`config.mk`:
```
export PLATFORM = sky130hd
export DESIGN_NAME = xbc_top
export DESIGN_NICKNAME = d
export VERILOG_FILES = /design/src/verilog/xbc_pkg.sv /design/src/verilog/xbc_win_decode.sv /design/src/verilog/xbc_top.sv
export VERILOG_INCLUDE_DIRS = /design/src /design/src/verilog
export SDC_FILE = /design/constraint.sdc
export NUM_CORES = 1
export LEC_CHECK = 0
export BUFFER_PORTS_ARGS = -buffer_cell sky130_fd_sc_hd__buf_2
export CORE_ASPECT_RATIO = 1.4
export CORE_UTILIZATION = 45
export DETAILED_ROUTE_END_ITERATION = 12
export GPL_TIMING_DRIVEN = 0
export PLACE_DENSITY = 0.87
export SETUP_SLACK_MARGIN = 0.02
export SYNTH_ARGS = -nofsm -noshare
export SYNTH_HDL_FRONTEND = slang
export SYNTH_HIERARCHICAL = 1
export SYNTH_SLANG_ARGS = --single-unit
```
`constraint.sdc`:
```
create_clock -name clk_sys -period 3.9 [get_ports clk_sys]
set_input_delay 0.39 -clock clk_sys [delete_from_list [all_inputs] [get_ports clk_sys]]
set_output_delay 0.39 -clock clk_sys [all_outputs]
set_load 0.05 [all_outputs]
```
`src/verilog/xbc_defs.svh`:
```
// constants of the external bus controller: field positions, reset values, counts
`ifndef XBC_DEFS_SVH
`define XBC_DEFS_SVH
`define XBC_WIN_MAX 4
`define XBC_PAGE_LSB 12
`define XBC_SEG_LSB 16
`define XBC_ALE_EXT_CYC 2'h1
`define XBC_REC_CYC 2'h1
`define XBC_SEG_MASK_16M 8'hFF
`define XBC_SEG_MASK_1M 8'h0F
`define XBC_SEG_MASK_256K 8'h03
`define XBC_SEG_MASK_64K 8'h00
`define XBC_RST_CS_N 5'h1F
`define XBC_HIT_DEFAULT 3'h0
`endif

```
`src/verilog/xbc_pkg.sv`:
```
// types shared by the external bus controller files
package xbc_pkg;
  // per-region bus characteristics
  typedef struct packed {
    logic ext_en;
    logic mux;
    logic w8;
    logic [3:0] mcycle;
    logic rec_en;
    logic ale_ext;
    logic rw_dly;
    logic rdy_en;
    logic rdy_pol;
    logic cs_en;
  } xbc_buscfg_s;
  // window start in 4 KB pages and size code (4 KB << size)
  typedef struct packed {
    logic [11:0] base;
    logic [3:0] size;
  } xbc_addrsel_s;
  typedef enum logic [1:0] {
    XBC_SPACE_16M,
    XBC_SPACE_1M,
    XBC_SPACE_256K,
    XBC_SPACE_64K
  } xbc_space_e;
  typedef enum logic [2:0] {
    XBC_IDLE,
    XBC_ADDR,
    XBC_DLY,
    XBC_DATA,
    XBC_REC,
    XBC_FLOAT,
    XBC_HOLD
  } xbc_state_e;
endpackage

```
`src/verilog/xbc_win_decode.sv`:
```
// address window decoder with fixed priority
`timescale 1ns/1ns
`include "xbc_defs.svh"
module xbc_win_decode #(
  parameter int NWIN = 4
) (
  input wire logic [23:0] addr,
  input xbc_pkg::xbc_addrsel_s [NWIN-1:0] win_sel,
  input xbc_pkg::xbc_buscfg_s [NWIN-1:0] win_cfg,
  input xbc_pkg::xbc_buscfg_s dflt_cfg,
  output logic [2:0] hit,
  output xbc_pkg::xbc_buscfg_s cfg
);
  import xbc_pkg::*;

  function automatic logic win_match(input logic [23:0] a, input xbc_addrsel_s s);
    logic [11:0] keep;
    keep = ~((12'h001 << s.size) - 12'h001);
    return ((a[23:`XBC_PAGE_LSB] ^ s.base) & keep) == 12'h000;
  endfunction

  // higher window index is scanned last, so it overrides lower ones
  always_comb begin
    hit = `XBC_HIT_DEFAULT;
    cfg = dflt_cfg;
    for (int i = 0; i < NWIN; i++) begin
      if (win_cfg[i].ext_en && win_match(addr, win_sel[i])) begin
        hit = 3'(i + 1);
        cfg = win_cfg[i];
      end
    end
  end
endmodule // xbc_win_decode

```
`src/verilog/xbc_top.sv`:
```
// external bus controller: window decode, bus cycle sequencing, hold arbitration
`timescale 1ns/1ns
`include "xbc_defs.svh"
module xbc_top #(
  parameter int NWIN = 4
) (
  input wire logic clk_sys,
  input wire logic sys_rst,
  input wire logic ce,
  input wire logic single_chip,
  input xbc_pkg::xbc_space_e addr_space,
  input xbc_pkg::xbc_addrsel_s [NWIN-1:0] window_address_select,
  input xbc_pkg::xbc_buscfg_s [NWIN-1:0] window_bus_config,
  input xbc_pkg::xbc_buscfg_s default_bus_config,
  input wire logic chip_select_timing_cfg,
  input wire logic arbitration_enable,
  input wire logic ack_pin_direction,
  input wire logic cpu_req,
  input wire logic cpu_we,
  input wire logic [23:0] cpu_addr,
  input wire logic [15:0] cpu_wdata,
  output logic cpu_busy_q,
  output logic cpu_done_q,
  output logic cpu_err_q,
  output logic [15:0] cpu_rdata_q,
  output logic [15:0] demux_address_port_q,
  output logic demux_address_port_oe_q,
  output logic [7:0] seg_address_q,
  output logic [7:0] seg_address_oe_q,
  input wire logic [15:0] data_port_in,
  output logic [15:0] data_port_out_q,
  output logic [1:0] data_port_oe_q,
  output logic ale_q,
  output logic rd_n_q,
  output logic wr_n_q,
  output logic ctrl_oe_q,
  output logic [NWIN:0] chip_select_n_q,
  input wire logic ready_in,
  input wire logic hold_req_n,
  output logic bus_request_out_n_q,
  input wire logic bus_grant_ack_n_in,
  output logic bus_grant_ack_n_out_q,
  output logic bus_grant_ack_oe_q
);
  import xbc_pkg::*;

  if (NWIN < 1 || NWIN > `XBC_WIN_MAX) begin : g_chk
    $error("NWIN must lie between 1 and 4");
  end

  function automatic logic [7:0] seg_mask(input xbc_space_e sp);
    case (sp)
      XBC_SPACE_1M: return `XBC_SEG_MASK_1M;
      XBC_SPACE_256K: return `XBC_SEG_MASK_256K;
      XBC_SPACE_64K: return `XBC_SEG_MASK_64K;
      default: return `XBC_SEG_MASK_16M;
    endcase
  endfunction

  xbc_state_e state_q;
  xbc_buscfg_s cfg_q;
  xbc_buscfg_s dec_cfg;
  logic [2:0] dec_hit;
  logic [NWIN:0] cs_val_q;
  logic cs_late_q;
  logic we_q;
  logic [15:0] wdata_q;
  logic [3:0] wait_q;
  logic [1:0] cnt_q;

  xbc_win_decode #(.NWIN(NWIN)) u_dec (
    .addr(cpu_addr),
    .win_sel(window_address_select),
    .win_cfg(window_bus_config),
    .dflt_cfg(default_bus_config),
    .hit(dec_hit),
    .cfg(dec_cfg)
  );

  // arbitration roles
  wire arb_on = arbitration_enable;
  wire slave = arb_on && ack_pin_direction;
  wire hold_seen = arb_on && !slave && !hold_req_n;
  wire slave_lost = slave && bus_grant_ack_n_in;
  wire owned = !arb_on || (!slave && hold_req_n) || (slave && !bus_grant_ack_n_in);

  // region chip select, default region on bit 0
  wire [NWIN:0] cs_onehot = (NWIN + 1)'(1) << dec_hit;
  wire [NWIN:0] cs_new = dec_cfg.cs_en ? ~cs_onehot : '1;
  // 8-bit regions drive only the low byte lane with write data; a mux address phase drives both lanes
  wire [1:0] cfg_lanes = cfg_q.w8 ? 2'h1 : 2'h3;
  wire rdy_ok = !cfg_q.rdy_en || (ready_in == cfg_q.rdy_pol);
  wire [15:0] rd_word = cfg_q.w8 ? {8'h00, data_port_in[7:0]} : data_port_in;
  wire start = cpu_req && !cpu_busy_q && !cpu_done_q;

  // bus cycle sequencer
  always_ff @(posedge clk_sys) begin
    if (sys_rst) begin
      state_q <= XBC_IDLE;
      cfg_q <= '0;
      we_q <= 1'b0;
      wdata_q <= 16'h0000;
      wait_q <= 4'h0;
      cnt_q <= 2'h0;
      cpu_busy_q <= 1'b0;
      cpu_done_q <= 1'b0;
      cpu_err_q <= 1'b0;
      cpu_rdata_q <= 16'h0000;
      ale_q <= 1'b0;
      rd_n_q <= 1'b1;
      wr_n_q <= 1'b1;
      ctrl_oe_q <= 1'b1;
      demux_address_port_q <= 16'h0000;
      demux_address_port_oe_q <= 1'b0;
      seg_address_q <= 8'h00;
      seg_address_oe_q <= 8'h00;
      data_port_out_q <= 16'h0000;
      data_port_oe_q <= 2'h0;
    end else if (ce) begin
      cpu_done_q <= 1'b0;
      cpu_err_q <= 1'b0;
      case (state_q)
        XBC_IDLE: begin
          if (hold_seen || slave_lost) begin
            // bus is idle here, so a running cycle has always completed
            state_q <= XBC_FLOAT;
          end else if (start && single_chip) begin
            // no external bus: the access is answered with an error
            cpu_done_q <= 1'b1;
            cpu_err_q <= 1'b1;
          end else if (start && owned) begin
            cfg_q <= dec_cfg;
            we_q <= cpu_we;
            wdata_q <= cpu_wdata;
            cpu_busy_q <= 1'b1;
            ale_q <= 1'b1;
            cnt_q <= dec_cfg.ale_ext ? `XBC_ALE_EXT_CYC : 2'h0;
            seg_address_q <= cpu_addr[23:`XBC_SEG_LSB] & seg_mask(addr_space);
            seg_address_oe_q <= seg_mask(addr_space);
            if (dec_cfg.mux) begin
              data_port_out_q <= cpu_addr[15:0];
              data_port_oe_q <= 2'h3;
              demux_address_port_oe_q <= 1'b0;
            end else begin
              demux_address_port_q <= cpu_addr[15:0];
              demux_address_port_oe_q <= 1'b1;
              data_port_oe_q <= 2'h0;
            end
          end
        end
        XBC_ADDR: begin
          if (cnt_q != 2'h0) begin
            cnt_q <= cnt_q - 2'h1;
          end else begin
            ale_q <= 1'b0;
            // mux read must release the port before the device drives it
            data_port_oe_q <= 2'h0;
            if (cfg_q.rw_dly) begin
              state_q <= XBC_DLY;
            end else begin
              state_q <= XBC_DATA;
              rd_n_q <= we_q;
              wr_n_q <= !we_q;
              data_port_out_q <= wdata_q;
              data_port_oe_q <= we_q ? cfg_lanes : 2'h0;
            end
            wait_q <= cfg_q.mcycle;
          end
        end
        XBC_DLY: begin
          state_q <= XBC_DATA;
          rd_n_q <= we_q;
          wr_n_q <= !we_q;
          data_port_out_q <= wdata_q;
          data_port_oe_q <= we_q ? cfg_lanes : 2'h0;
        end
        XBC_DATA: begin
          if (wait_q != 4'h0) begin
            wait_q <= wait_q - 4'h1;
          end else if (rdy_ok) begin
            rd_n_q <= 1'b1;
            wr_n_q <= 1'b1;
            data_port_oe_q <= 2'h0;
            cpu_busy_q <= 1'b0;
            cpu_done_q <= 1'b1;
            if (!we_q) begin
              cpu_rdata_q <= rd_word;
            end
            cnt_q <= `XBC_REC_CYC;
            state_q <= cfg_q.rec_en ? XBC_REC : XBC_IDLE;
          end
        end
        XBC_REC: begin
          if (cnt_q != 2'h0) begin
            cnt_q <= cnt_q - 2'h1;
          end else begin
            state_q <= XBC_IDLE;
          end
        end
        XBC_FLOAT: begin
          ctrl_oe_q <= 1'b0;
          demux_address_port_oe_q <= 1'b0;
          seg_address_oe_q <= 8'h00;
          data_port_oe_q <= 2'h0;
          state_q <= XBC_HOLD;
        end
        XBC_HOLD: begin
          if (owned) begin
            ctrl_oe_q <= 1'b1;
            state_q <= XBC_IDLE;
          end
        end
        default: state_q <= XBC_IDLE;
      endcase
      if (state_q == XBC_IDLE && start && owned && !single_chip && !hold_seen && !slave_lost) begin
        state_q <= XBC_ADDR;
      end
    end
  end

  // chip selects: early with the rise of ale_q or one clock cycle later
  always_ff @(posedge clk_sys) begin
    if (sys_rst) begin
      chip_select_n_q <= (NWIN + 1)'(`XBC_RST_CS_N);
      cs_val_q <= '1;
      cs_late_q <= 1'b0;
    end else if (ce) begin
      cs_late_q <= 1'b0;
      if (state_q == XBC_IDLE && start && owned && !single_chip && !hold_seen
          && !slave_lost) begin
        cs_val_q <= cs_new;
        if (chip_select_timing_cfg) begin
          chip_select_n_q <= cs_new;
        end else begin
          cs_late_q <= 1'b1;
        end
      end else if (cs_late_q) begin
        chip_select_n_q <= cs_val_q;
      end else if (state_q == XBC_DATA && wait_q == 4'h0 && rdy_ok) begin
        chip_select_n_q <= '1;
      end
    end
  end

  // request and acknowledge pins once enabled; the acknowledge pin is driven only outside slave mode
  always_ff @(posedge clk_sys) begin
    if (sys_rst) begin
      bus_request_out_n_q <= 1'b1;
      bus_grant_ack_n_out_q <= 1'b1;
      bus_grant_ack_oe_q <= 1'b0;
    end else if (ce) begin
      bus_grant_ack_oe_q <= arb_on && !slave;
      if (!arb_on) begin
        bus_request_out_n_q <= 1'b1;
        bus_grant_ack_n_out_q <= 1'b1;
      end else if (slave) begin
        // keep asking while work is pending or the cycle still runs
        bus_request_out_n_q <= !(cpu_req || cpu_busy_q);
        bus_grant_ack_n_out_q <= 1'b1;
      end else begin
        bus_grant_ack_n_out_q <= !(state_q == XBC_HOLD && !hold_req_n);
        bus_request_out_n_q <= !(state_q == XBC_HOLD && cpu_req);
      end
    end
  end
endmodule // xbc_top

```
==> run metrics <==
Die Outline Area=0.0169 mm²; Filler Cells Inserted=approximately 1500; mapped cell area=0.00736 mm²; via count=8312; Clock Path Buffers=2; commonest non-fill, non-tap cells in the layout=buf_2, nand2_1, dfxtp_1; die boundary width=around 110 µm; floorplan core area=~0.016 mm²; buffers added on ports=between 200 and 300; Critical-path top delay cell=or4_4; run status=complete, no violations; Arr. time, crit path=a little over 4 ns; global-route wire length before repair=around 40000 µm; share of cells above drive strength 1=32.0%; DRC violation count after routing=0; WP data required=roughly 4.2 ns; clock buffer count from CTS=17; wire length after detailed routing=26600 µm; max-capacitance violation count=0; type of element launching the critical path=input pin; most common library cell in the layout ignoring fill and taps=buf_2; synthesized area divided by synthesized cell count=around 8 µm²; YS warnings=6; post-route fraction of the period consumed by the critical path=96.6%; TritonCTS sink count=between 100 and 150; GR Overflow Total=0; starting density of the core=a little under half; Worst Setup Path Type=in -> reg; path type of the worst min-delay path=in -> reg; TritonCTS clock tree=done; final count of negative-setup-slack endpoints=0; pins over their slew limit=0; setup clock skew after layout=0.0103 ns; number of iterations in the first detailed-routing pass=5; number of violations reported at the end of detailed-routing iteration 0=between 400 and 500; placed cell area=between 0.009 and 0.01 mm²; leakage component of the power=between 4 and 5 nW; net count of the mapped netlist=around 1100; relative slew slack=between 40% and 50%; via count of the first global-routing pass=~7800; post-layout total power=4.18 mW; end-of-flow core utilization=a little over 60%; Setup Slack @ Placement=-0.943 ns; P per Cell Area=about 420 mW/mm²; highest ir drop seen on vdd=approximately 0.35 mV; CTS Root Cell=clkbuf_16; antenna viol nets, final=0; fin crit period=between 3 and 4 ns; antenna violations before repair=1; final-report hold violation count=0; Mapped Cells=between 900 and 1000; number of rows in the core area=55; Final Instance Area=0.00983 mm²; Layout Area Growth over Synthesis=33.5%; crit-path max FO=10; count of hold buffers inserted by post-cts repair=0; Skew-Pair Late Insertion Delay=0.41 ns; largest net degree at the start of global routing=17; setup repair after global routing missed its margin=no; global placer's final weighted congestion=0.955; endpoint kind of the worst setup timing path=register; Slew @ Worst Pin=0.805 ns; final critical-path setup slack=roughly 0.13 ns; per-cell routed wire length=18.3 µm; critical path's largest stage delay=slightly below 0.6 ns; post-CTS clock slew at the launch and capture registers of the worst setup and hold paths=about 0.05 ns; vertical extent of the die=153 µm; worst-path cell chain=buf_2 -> clkbuf_1 -> nor3_2 -> nand2_1 -> ha_1 -> clkbuf_2 -> nor4b_1 -> a2bb2oi_1 -> a22oi_2 -> nand4_1 -> o311ai_2 -> a22oi_2 -> or4_4 -> buf_6 -> buf_6 -> mux2i_1 -> nor2_1; net total in the final layout=around 1400; level count of the clock H-tree=4; peak clock frequency supported by timing=266 MHz; post-detailed-placement half-perimeter wirelength=20800 µm; via density per instance=5.72; I/O pins=about 280; aggregate global-route resource usage=just over 30%
[power by group]
group | total (mW) | leakage (nW) | internal (mW) | switching, mW
registers | 1.34 | 0.955 | 1.29 | 0.0516
logic | 1.33 | 3.17 | 0.478 | 0.853
clock network | 1.51 | 0.272 | 0.965 | 0.541
total | 4.18 | 4.40 | 2.73 | 1.45
[worst paths after layout]
check	from	to	slack (ns)	cells past startpoint
max reg2reg	wait_q[0]	cpu_rdata_q[9]	1.31	8
min reg2reg	cpu_rdata_q[0]	cpu_rdata_q[0]	0.45	2
max	window_address_select[17]	demux_address_port_q[1]	0.13	17
min	cpu_wdata[11]	wdata_q[11]	0.22	3
[state kept, by name, indices dropped and copies added (netlist names), 3 cells and up]
register              cells
cfg_q                     9
chip_select_n_q           5
cpu_rdata_q              16
cs_val_q                  5
data_port_out_q          16
demux_address_port_q     16
seg_address_oe_q          3
seg_address_q             8
state_q                   3
wait_q                    4
wdata_q                  16
[metrics by stage]
stage | setup TNS (ns) | std cells | hold slack (ns)
after floorplan | 0 | 936 | 0.436
after global placement | -20.62 | 1413 | 0.435
after detailed placement | -23.05 | 1413 | 0.443
after CTS | 0 | 1450 | 0.207
after global routing | 0 | 1454 | 0.218
final | 0 | 1454 | 0.225
[critical path, delay by kind of cell]
| kind | cells | cell delay, ns |
|---|---|---|
| simple gates | 6 | 1.51 |
| buf+inv | 5 | 0.88 |
| compound gates | 4 | 0.85 |
| fa+ha+maj | 1 | 0.24 |
| mux | 1 | 0.15 |
[area by class of cell]
cell class                      instances  area (µm²)  share of cell area [%]
Antenna cell                            1        2.50                  0.0255
Buffer                                 74         422                    4.29
Clock buffer                           22         464                    4.72
Clock inverter                          9         103                    1.04
Inverter                               28         105                    1.07
Multi-Input combinational cell        714        4640                    47.2
Sequential cell                       118        2360                    24.0
Tap cell                              199         249                    2.53
Timing Repair Buffer                  289        1480                    15.0
[per-layer routing]
metal | track usage (%) | vias up | wire length, µm
met1 | 32.3 | 3846 | 9740
met2 | 56.0 | 420 | 13500
met5 | 0 | - | 0
li1 | - | 3959 | -
met4 | 17.7 | 0 | 1430
met3 | 6.14 | 87 | 1930
[what timing repair did]
item,in CTS,in global routing
setup buffers,6,4
gates resized for setup,11,44
endpoints found under the setup margin,33,36
gates cloned,0,1
pin swaps,5,14
(Power assumes the default switching activity.)
